`src/hpcf_pkg.sv`:
```
// Package for the host port control and flag block.
// Assumes an APB slave with 32-bit data and one aligned word per register.
package hpcf_pkg;
   localparam logic [15:0] HPCF_PORT_CTRL_ADDR  = 16'hffc4;
   localparam logic [15:0] HPCF_STATUS_ADDR     = 16'hffc6;
   localparam logic [15:0] HPCF_HOSTCTL_ADDR    = 16'hffcc;
   localparam logic [15:0] HPCF_PORT_CTRL_RESET = 16'h0000;
   localparam logic [15:0] HPCF_PORT_CTRL_MASK  = 16'hff7f;
   localparam int HPCF_GPIO_EN_BIT    = 0;
   localparam int HPCF_A8_EN_BIT      = 1;
   localparam int HPCF_A9_EN_BIT      = 2;
   localparam int HPCF_CS_EN_BIT      = 3;
   localparam int HPCF_REQ_EN_BIT     = 4;
   localparam int HPCF_ACK_EN_BIT     = 5;
   localparam int HPCF_PORT_EN_BIT    = 6;
   localparam int HPCF_REQ_OD_BIT     = 8;
   localparam int HPCF_DS_POL_BIT     = 9;
   localparam int HPCF_AS_POL_BIT     = 10;
   localparam int HPCF_MUX_BIT        = 11;
   localparam int HPCF_DUAL_DS_BIT    = 12;
   localparam int HPCF_CS_POL_BIT     = 13;
   localparam int HPCF_REQ_POL_BIT    = 14;
   localparam int HPCF_ACK_POL_BIT    = 15;
   localparam int HPCF_ST_PEND_BIT    = 2;
   localparam int HPCF_ST_FLAG_A_BIT  = 3;
   localparam int HPCF_ST_FLAG_B_BIT  = 4;
   localparam int HPCF_HC_REQ_BIT     = 0;
   localparam int HPCF_HC_DRQ_BIT     = 1;
endpackage

```
`src/hpcf_pin_mux.sv`:
```
// Pin function, direction and polarity decode for the shared host pins.
// Assumes a registered control word; all outputs are combinational.
`timescale 1ns/1ps
module hpcf_pin_mux
   import hpcf_pkg::*;
(
   input  wire logic [15:0] ctrl,
   input  wire logic        drq,
   input  wire logic        req_act,
   input  wire logic        txreq_act,
   input  wire logic        rxreq_act,
   input  wire logic        ack_raw,
   input  wire logic        ds_raw,
   input  wire logic        as_raw,
   input  wire logic        cs_raw,
   output logic      [6:0]  host_fn,
   output logic             req_o,
   output logic             req_oe,
   output logic             rrq_o,
   output logic             rrq_oe,
   output logic             ack_active,
   output logic             ds_active,
   output logic             as_active,
   output logic             cs_active
);
   wire en   = ctrl[HPCF_PORT_EN_BIT];
   wire mux  = ctrl[HPCF_MUX_BIT];
   wire ren  = en & ctrl[HPCF_REQ_EN_BIT];
   wire od   = ctrl[HPCF_REQ_OD_BIT];
   wire rpol = ctrl[HPCF_REQ_POL_BIT];
   wire f_a8  = en & mux & ctrl[HPCF_A8_EN_BIT];
   wire f_a9  = en & mux & ctrl[HPCF_A9_EN_BIT];
   wire f_cs  = en & ~mux & ctrl[HPCF_CS_EN_BIT];
   wire f_a10 = en & mux & ctrl[HPCF_CS_EN_BIT];
   wire f_req = ren;
   wire f_rrq = ren & drq;
   wire f_ack = ren & ~drq & ctrl[HPCF_ACK_EN_BIT];
   assign host_fn = {f_ack, f_rrq, f_req, f_a10, f_cs, f_a9, f_a8};

   function automatic logic [1:0] drive(input logic act);
      logic lvl;
      lvl = act ~^ rpol;
      drive = od ? {1'b0, ~lvl} : {lvl, 1'b1};
   endfunction

   wire [1:0] dq = drive(drq ? txreq_act : req_act);
   wire [1:0] dr = drive(rxreq_act);
   assign req_o  = f_req & dq[1];
   assign req_oe = f_req & dq[0];
   assign rrq_o  = f_rrq & dr[1];
   assign rrq_oe = f_rrq & dr[0];
   assign ack_active = f_ack & (ack_raw ~^ ctrl[HPCF_ACK_POL_BIT]);
   assign ds_active  = en & (ds_raw ~^ ctrl[HPCF_DS_POL_BIT]);
   assign as_active  = en & mux & (as_raw ~^ ctrl[HPCF_AS_POL_BIT]);
   assign cs_active  = en & ~mux & f_cs & (cs_raw ~^ ctrl[HPCF_CS_POL_BIT]);
endmodule // hpcf_pin_mux

```
`src/hpcf_top.sv`:
```
// Control and status part of the parallel host port: APB registers,
// host command pending, host flags and pin configuration.
// Assumes host-side events are synchronous to CLK_SYS.
`timescale 1ns/1ps
// Functional notes
// Pending flag in status bit 2 sets when host sets command request.
// Core service clears request and pending; host clear clears pending.
// Status bits 3 and 4 mirror the two host-to-DSP flags.
// Status bits 5 to 15 read zero.
// Reset clears pending, both flags and the whole control register.
// Software changes configuration only with port disabled, enable last.
// Bit 0 connects GPIO pins; clear tri-states and isolates them.
// Bit 1 makes shared pin address line 8 in muxed mode.
// Bit 2 makes shared pin address line 9 in muxed mode.
// Bit 3 gives chip select unmuxed, address line 10 muxed.
// Bit 4 enables request outputs, single or transmit plus receive.
// Acknowledge input needs bits 5 and 4 in single-request mode.
// Bit 6 enables host interface; clear makes all pins GPIO.
// Control bit 7 is reserved and reads zero.
// Bit 8 makes enabled request pins open drain.
// Bit 9 selects data strobe polarity.
// Bit 10 selects address strobe polarity.
// Bit 11 takes address from latched muxed bus, else pins.
// Bit 12 selects dual strobes, else strobe plus direction.
// Bit 13 selects chip select polarity.
// Bit 14 selects request output polarity.
// Bit 15 sets acknowledge polarity; acknowledge drives vector onto bus.
// Pin selections follow the control register from the next cycle.
module hpcf_top
   import hpcf_pkg::*;
#(
   parameter int ADDR_W = 16
) (
   input  wire logic              CLK_SYS,
   input  wire logic              RESET,
   input  wire logic              PSEL,
   input  wire logic              PENABLE,
   input  wire logic              PWRITE,
   input  wire logic [ADDR_W-1:0] PADDR,
   input  wire logic [31:0]       PWDATA,
   output logic      [31:0]       PRDATA,
   output logic                   PREADY,
   output logic                   PSLVERR,
   input  wire logic              CMD_SET,
   input  wire logic              CMD_CLEAR,
   input  wire logic              CMD_SERVICED,
   input  wire logic              FLAG_A_IN,
   input  wire logic              FLAG_B_IN,
   input  wire logic              DRQ_IN,
   input  wire logic              REQ_ACTIVE,
   input  wire logic              TXREQ_ACTIVE,
   input  wire logic              RXREQ_ACTIVE,
   input  wire logic              ACK_PIN,
   input  wire logic              DS_PIN,
   input  wire logic              RW_PIN,
   input  wire logic              AS_PIN,
   input  wire logic              CS_PIN,
   input  wire logic [10:0]       ADDR_PINS,
   input  wire logic [7:0]        AD_PINS,
   input  wire logic [7:0]        VECTOR,
   input  wire logic [15:0]       GPIO_OUT_RAW,
   input  wire logic [15:0]       GPIO_OE_RAW,
   input  wire logic [15:0]       GPIO_IN_RAW,
   output logic      [15:0]       GPIO_OUT,
   output logic      [15:0]       GPIO_OE,
   output logic      [15:0]       GPIO_IN,
   output logic                   CMD_REQ,
   output logic                   CMD_PENDING,
   output logic      [6:0]        HOST_FN,
   output logic                   REQ_O,
   output logic                   REQ_OE,
   output logic                   RRQ_O,
   output logic                   RRQ_OE,
   output logic                   ACK_ACTIVE,
   output logic                   VECTOR_OE,
   output logic      [7:0]        VECTOR_OUT,
   output logic                   READ_STB,
   output logic                   WRITE_STB,
   output logic                   CS_ACTIVE,
   output logic      [10:0]       HOST_ADDR
);
   // The register decode compares the low 16 address bits.
   if (ADDR_W < 16) begin : g_addr_w_chk
      $error("hpcf_top: ADDR_W must be at least 16");
   end

   logic [15:0] ctrl_q,  ctrl_d;
   logic        hc_q,    hc_d;
   logic        pend_q,  pend_d;
   logic        fa_q,    fb_q;
   logic        drq_q;
   logic [10:0] alat_q;
   logic [7:0]  vec_q;
   wire         as_act;
   wire         ds_act;
   wire  [6:0]  fn;

   // APB: zero wait state, unmapped addresses return an error.
   wire [15:0] word_addr = PADDR[15:0];
   wire acc       = PSEL & PENABLE;
   wire hit_ctrl  = (word_addr == HPCF_PORT_CTRL_ADDR);
   wire hit_stat  = (word_addr == HPCF_STATUS_ADDR);
   wire hit_hctl  = (word_addr == HPCF_HOSTCTL_ADDR);
   wire mapped    = hit_ctrl | hit_stat | hit_hctl;
   wire wr_ctrl   = acc & PWRITE & hit_ctrl;
   assign PREADY  = 1'b1;
   assign PSLVERR = acc & ~mapped;

   // Bit 7 is masked so it can never hold a one.
   assign ctrl_d = wr_ctrl ? (PWDATA[15:0] & HPCF_PORT_CTRL_MASK)
                           : ctrl_q;

   // Host set wins over any clear arriving in the same cycle.
   assign hc_d   = CMD_SET | (hc_q & ~CMD_CLEAR & ~CMD_SERVICED);
   assign pend_d = hc_d;

   wire [15:0] status_w = {11'h000, fb_q, fa_q, pend_q, 2'b00};
   wire [15:0] hctl_w   = {14'h0000, drq_q, hc_q};
   wire [15:0] rd_mux   = hit_ctrl ? ctrl_q :
                          hit_stat ? status_w :
                          hit_hctl ? hctl_w : 16'h0000;

   always_ff @(posedge CLK_SYS) begin
      if (RESET) begin
         ctrl_q <= HPCF_PORT_CTRL_RESET;
         hc_q   <= 1'b0;
         pend_q <= 1'b0;
         fa_q   <= 1'b0;
         fb_q   <= 1'b0;
         drq_q  <= 1'b0;
         PRDATA <= 32'h00000000;
         alat_q <= 11'h000;
         vec_q  <= 8'h00;
      end else begin
         ctrl_q <= ctrl_d;
         hc_q   <= hc_d;
         pend_q <= pend_d;
         fa_q   <= FLAG_A_IN;
         fb_q   <= FLAG_B_IN;
         drq_q  <= DRQ_IN;
         PRDATA <= (PSEL & ~PENABLE & ~PWRITE) ? {16'h0000, rd_mux}
                                               : PRDATA;
         if (as_act)
            alat_q <= {ADDR_PINS[10:8], AD_PINS};
         vec_q  <= VECTOR;
      end
   end

   hpcf_pin_mux u_mux (
      .ctrl       (ctrl_q),
      .drq        (drq_q),
      .req_act    (REQ_ACTIVE),
      .txreq_act  (TXREQ_ACTIVE),
      .rxreq_act  (RXREQ_ACTIVE),
      .ack_raw    (ACK_PIN),
      .ds_raw     (DS_PIN),
      .as_raw     (AS_PIN),
      .cs_raw     (CS_PIN),
      .host_fn    (fn),
      .req_o      (REQ_O),
      .req_oe     (REQ_OE),
      .rrq_o      (RRQ_O),
      .rrq_oe     (RRQ_OE),
      .ack_active (ACK_ACTIVE),
      .ds_active  (ds_act),
      .as_active  (as_act),
      .cs_active  (CS_ACTIVE)
   );

   assign HOST_FN     = fn;
   assign CMD_REQ     = hc_q;
   assign CMD_PENDING = pend_q;
   assign VECTOR_OE   = ACK_ACTIVE;
   assign VECTOR_OUT  = vec_q;

   // Dual mode: data strobe pin is write, direction pin is read strobe.
   wire rw_act = ctrl_q[HPCF_PORT_EN_BIT] &
                 (RW_PIN ~^ ctrl_q[HPCF_DS_POL_BIT]);
   wire dual   = ctrl_q[HPCF_DUAL_DS_BIT];
   assign READ_STB  = dual ? rw_act : (ds_act & RW_PIN);
   assign WRITE_STB = dual ? ds_act : (ds_act & ~RW_PIN);

   assign HOST_ADDR = ctrl_q[HPCF_MUX_BIT] ? alat_q : ADDR_PINS;

   // A pin is GPIO when no host function owns it; bit 0 gates GPIO.
   genvar g;
   generate
      for (g = 0; g < 16; g++) begin : g_gpio
         wire owned;
         if (g < 7) begin : g_fn
            assign owned = fn[g];
         end else begin : g_bus
            assign owned = ctrl_q[HPCF_PORT_EN_BIT];
         end
         wire live  = ~owned & ctrl_q[HPCF_GPIO_EN_BIT];
         assign GPIO_OUT[g] = live & GPIO_OUT_RAW[g];
         assign GPIO_OE[g]  = live & GPIO_OE_RAW[g];
         assign GPIO_IN[g]  = live & GPIO_IN_RAW[g];
      end
   endgenerate
endmodule // hpcf_top

```
`config.mk`:
```
export PLATFORM = sky130hd
export DESIGN_NAME = hpcf_top
export DESIGN_NICKNAME = d
export VERILOG_FILES = /design/src/hpcf_pkg.sv /design/src/hpcf_pin_mux.sv /design/src/hpcf_top.sv
export SDC_FILE = /design/constraint.sdc
export NUM_CORES = 1
export LEC_CHECK = 0
export ABC_CLOCK_PERIOD_IN_PS = 1800
export BUFFER_PORTS_ARGS = -buffer_cell sky130_fd_sc_hd__buf_2
export CAP_MARGIN = 25
export CORE_AREA = 2 2 102 104
export DETAILED_ROUTE_END_ITERATION = 16
export DIE_AREA = 0 0 104 106
export GPL_TIMING_DRIVEN = 0
export HOLD_SLACK_MARGIN = 0.12
export PLACE_DENSITY = 0.66
export REMOVE_ABC_BUFFERS = 1
export SYNTH_ARGS = -nofsm -noshare
export SYNTH_HDL_FRONTEND = slang
export SYNTH_SLANG_ARGS = --single-unit
```
`constraint.sdc`:
```
create_clock -name CLK_SYS -period 1.8 [get_ports CLK_SYS]
set_input_delay 0.18 -clock CLK_SYS [delete_from_list [all_inputs] [get_ports CLK_SYS]]
set_output_delay 0.18 -clock CLK_SYS [all_outputs]
set_load 0.05 [all_outputs]
```
Word level (Yosys, flattened, before mapping)
Index checks and enable logic that the tools add are counted.
{"block": "totals", "reg_bits": 54, "inputBits": 142, "out_inout_bits": 119, "elab_cells": 134}
{"block": "op_classes", "eq_ne": 3, "n_mux": 9, "bitwise_logic": 114}
{"cell": "$and A1 B1 Y1", "count": 86}
{"cell": "$eq A16 B16 Y1 const B", "count": 3}
{"cell": "$not A1 Y1", "count": 18}
{"cell": "$mux W16", "count": 1}
{"cell": "$mux W11", "count": 1}
{"cell": "$xnor A1 B1 Y1", "count": 7}
{"cell": "$mux W2", "count": 3}
{"cell": "$mux W5", "count": 1}
{"cell": "$mux W1", "count": 3}
{"cell": "$or A1 B1 Y1", "count": 3}

Longest topological paths before layout
{"block": "logic_depth", "depth_word": 6, "ltp_mapped": 6, "mapped_depth_nobuf": 4}

Hierarchy
A second synthesis with hierarchy kept.
{"block": "hier_totals", "hier_cells": 344, "area_unflattened_um2": 2849.0}
{"mod": "hpcf_top", "instances": 1, "cells_per_inst": 310, "area_each_um2": 2617.5, "seq_area_each_um2": 1061.0}
{"mod": "hpcf_pin_mux", "instances": 1, "cells_per_inst": 34, "area_each_um2": 231.5, "seq_area_each_um2": 0.0}

Worst setup path after synthesis
OpenSTA, ideal clock, no wires.
{"block": "synth_timing", "path_kind": "reg2out", "from": "reg ctrl_q[6]", "to": "out RRQ_O", "t_arrival_ps": 2005, "path_slack_ps": -385, "path_stages_with_launch": 6, "path_cell_list": "dfxtp_1 > clkbuf_1 > nand2_1 > inv_1 > nand2_1 > nor3_1"}
{"block": "synth_via", "elab_chain_len": 3}
{"element": "from (decl)", "line_no": "hpcf_top.sv:87", "rtl": "logic [15:0] ctrl_q, ctrl_d;"}
{"element": "from (signal assigned)", "line_no": "hpcf_top.sv:135", "rtl": "ctrl_q <= ctrl_d;"}
{"element": "$and A1 B1 Y1", "line_no": "hpcf_pin_mux.sv:28", "rtl": "wire ren = en & ctrl[HPCF_REQ_EN_BIT];"}
{"element": "net u_mux.f_req", "line_no": "hpcf_pin_mux.sv:35", "rtl": "wire f_req = ren;"}
{"element": "$and A1 B1 Y1", "line_no": "hpcf_pin_mux.sv:36", "rtl": "wire f_rrq = ren & drq;"}
{"element": "$and A1 B1 Y1", "line_no": "hpcf_pin_mux.sv:50", "rtl": "assign rrq_o = f_rrq & dr[1];"}
{"element": "to (decl)", "line_no": "hpcf_top.sv:72", "rtl": "output logic RRQ_O,"}
The timed path passes the listed nets, and every way through them passes these cells.

Worst setup path after layout
{"block": "layout_timing", "from": "reg ctrl_q[6]", "to": "out GPIO_IN[1]"}
{"block": "layout_via", "elab_chain_len": 5}
{"element": "$and A1 B1 Y1 (2 in a row)", "line_no": "hpcf_pin_mux.sv:32", "rtl": "wire f_a9 = en & mux & ctrl[HPCF_A9_EN_BIT];"}
{"element": "$not A1 Y1", "line_no": "hpcf_top.sv:195", "rtl": "wire live = ~owned & ctrl_q[HPCF_GPIO_EN_BIT];"}
{"element": "$and A1 B1 Y1", "line_no": "hpcf_top.sv:195"}
{"element": "$and A1 B1 Y1", "line_no": "hpcf_top.sv:198", "rtl": "assign GPIO_IN[g] = live & GPIO_IN_RAW[g];"}
{"element": "to (decl)", "line_no": "hpcf_top.sv:66", "rtl": "output logic [15:0] GPIO_IN,"}
Every way passes these cells.

==> flow_summary.toml <==
[outcome]
status = "finished, final reports clean"

[yosys]
seq_area_frac_synth_pct = 36.4
synth_area_um2 = 2910
ys_warn_count = 0
synth.top_cell.area_share_pct = 36.4
yosys-top-cells-count = "dfxtp_1 (53), mux2i_1 (32), nand2b_1 (30)"
ys.flop_type = "dfxtp_1"
synthCells = 323
postSynthAreaPerCell_um2 = 9.01
async_reset_ff_share_pct = 0
yosys.area.top_type = "dfxtp_1"
yosysUniqueCellTypes = 36
ys_top_cells_by_area = "dfxtp_1 (36%), mux2i_1 (11%), buf_4 (7.0%)"
synth_most_common_cell = "dfxtp_1"
synth_edf_count = 0
ys_seq_elements = 53

[finish]
drive_gt1_share_pct = 48.2
seq_area_um2 = 1070
multi_input_area_um2 = 1640
fillers = 1002
diodes = 0
nNetsFinal = 705
postLayoutCoreUtil_pct = 45.4
area.growth.synth_to_final_pct = 56.0

[setup_path]
cpPeakStageDelay_ns = 0.40
path_depth = 4
critPathKind = "register to output pin"
arrival_ns = 1.53
cp_top_family = "buffers and inverters"
cpMaxStageDelayCell = "dfxtp_4"
startpoint_type = "register"
r2r_cells = 4
timing.rr.start = "ctrl_q[6]$_SDFFE_PP0P_"
worst-path-max-fanout = 7
r2r-end = "alat_q[1]$_SDFFE_PP0P_"
ff2ff_setup_slack_ns = 0.22
cp_cell_sequence = "buf_4 > nand3_1 > and3_1 > buf_2"
cp.required_ns = 1.62
setup.worst_path.end_class = "output pin"
crit_buf_inv = 2

[worst_hold_path]
min_path_type = "input pin to register"
hold_start = "AD_PINS[5]"
min_to = "alat_q[5]$_SDFFE_PP0P_"
whs_path_depth = 3

[timing]
fin_skew_ns = 0.00756
hold_viol = 0
min_period_over_period_pct = 95.2
setup_slack_ns = 0.0867
maxSlewHeadroom_pct = 42.1
fin_crit_ns = 1.71
rsz0062_at_grt = "yes"
tightest_slew_ns = 0.869
drv_slew = 0
fmax_mhz = 584
setup_viol = 0

[clock_tree]
root_buffer = "clkbuf_8"
cts_num_sinks = 53
cts_buffer_depth = 2
cts_tree = "done"
htree_levels = 2
numCtsBuffers = 5
worstSkewPairLatency_ns = 0.30
clkTransAtPathRegs_ns = 0.10

[global_route]
grt_first_pass_wirelength_um = 14200
grt_usage_pct = 15.9
grt_overflow = 0
first_global_vias = 2830
grt_max_degree = 56
grt_antenna_before_repair = 0

[power]
p_clk_share_pct = 36.8
switching_share_pct = 26.3
combPwrFrac_pct = 18.0
seq_power_share_pct = 45.3
p_int_mw = 1.93
p_leak_nw = 2.43
power_switching_mw = 0.691
vdd.ir_drop.worst_v = 0.000408
power_density_nw_per_um2 = 578

[place]
place_ws_ns = -0.705
hpwl_um = 6790
gp_congestion = 0.730
portBuffers = 225

[detailed_routing]
route.detailed.drc = 0
ant_nets = 0
firstDrtPassIters = 4
wire_per_inst_um = 13.3
avgViaCountPerCell = 4.37
routed_wirelength_um = 9290
vias = 3057
drt-initial-drc-count = 119

[floorplan]
die_h_um = 106
io_pins = 261
rows = 37
die_area_um2 = 11000
initial_core_util_pct = 29.1
die-width_um = 104
core_um2 = 10000

[run]
drv_cap = 0
## stage by stage
stage          area (µm²)  std cells  total power, mW  hold slack [ns]  setup TNS (ns)
3_5_place_dp         3960        654             1.65            0.396          -26.88
6_report             4540        700             2.62            0.127               0
4_1_cts              4420        691             2.66            0.120               0
5_1_grt              4540        700             2.75            0.121         -0.0154
2_1_floorplan        2660        293             1.46            0.252           -5.57
3_3_place_gp         3960        654             1.64            0.384          -25.38
## what timing repair did
item | CTS | global route
gates cloned | 1 | 2
buffers inserted | 4 | 5
endpoints found under the hold margin | 24 | 1
resized for setup | 14 | 16
pin swaps | 0 | 2
setup endpoints to repair | 84 | 51
hold buffers | 24 | 1
## layer usage
metal / vias up / share of wire (%) / routed length [µm] / track usage (%)
met2: 146 / 52 / 4870 / 29.8
met3: 10 / 8.6 / 799 / 4.90
met1: 1396 / 38 / 3520 / 17.4
met4: 0 / 1.1 / 106 / 3.96
met5: - / 0 / 0 / 0
li1: 1505 / - / - / -
## power groups by stage
stage | logic, mW | clock network (mW) | registers [mW]
6_report | 0.471 | 0.965 | 1.19
2_1_floorplan | 0.201 | 0 | 1.26
3_5_place_dp | 0.429 | 0 | 1.22
3_3_place_gp | 0.422 | 0 | 1.22
4_1_cts | 0.469 | 0.998 | 1.19
5_1_grt | 0.504 | 1.06 | 1.19
## how the worst max path moves through the flow
stage	from	endpoint	slack [ns]
after floorplan	ctrl_q[6]$_SDFFE_PP0P_	ACK_ACTIVE	-0.83
after global placement	ctrl_q[0]$_SDFFE_PP0P_	GPIO_OE[14]	-0.56
after detailed placement	ctrl_q[0]$_SDFFE_PP0P_	GPIO_OE[14]	-0.71
after CTS	ctrl_q[6]$_SDFFE_PP0P_	RRQ_O	0.02
after global routing	ctrl_q[6]$_SDFFE_PP0P_	GPIO_IN[1]	-0.01
final	ctrl_q[6]$_SDFFE_PP0P_	GPIO_IN[1]	0.09
## registers in the layout (all words and copies together) (netlist names)
| signal | cells |
|---|---|
| PRDATA | 15 |
| ctrl_q | 15 |
| alat_q | 11 |
| VECTOR_OUT | 8 |
| CMD_PENDING | 1 |
| drq_q | 1 |
| fa_q | 1 |
| fb_q | 1 |
## cell usage in the layout, fill, tap and decap left out, types with 2 or more instances in the layout
master	netlist	final
nand2_1	8	6
nor2b_4	0	4
nand3_1	4	3
nor2b_1	13	12
buf_2	2	217
a21oi_1	4	3
clkbuf_8	0	5
buf_4	27	14
o21ai_0	4	4
nand4_1	2	2
dfxtp_1	53	48
conb_1	2	18
xor2_1	5	5
and2_1	27	27
dfxtp_4	0	3
bufinv_16	0	2
nand2b_1	30	30
nand3b_1	2	2
xnor2_1	2	2
dfxtp_2	0	2
clkbuf_4	0	2
mux2_2	11	11
mux2i_1	32	32
dlygate4sd3_1	0	25
o31ai_1	2	2
nor3_4	2	2
and3_1	22	22
a22o_1	10	10
inv_1	9	8
nor2_1	23	23
## worst min-delay path, cell delays in order
cell and delay (ns):
buf_2 0.08, mux2i_1 0.06, nor2_1 0.08
## final cells by class
class	count	share of cell area [%]
Sequential cell	53	23.7
Clock inverter	3	1.52
Timing Repair Buffer	260	32.7
Clock buffer	5	1.52
Multi-Input combinational cell	234	36.2
Tap cell	136	3.75
Inverter	9	0.744
## cells by family after synthesis
logic type | after synthesis | synth area share, %
buffers and inverters | 55 | 11.7
other | 2 | 0.258
flip-flops | 53 | 36.4
AO/OA/AOI/OAI | 21 | 5.20
AND/OR/NAND/NOR | 142 | 29.0
multiplexers | 43 | 15.3
XOR/XNOR | 7 | 2.11
Power figures use the tool's default switching activity.
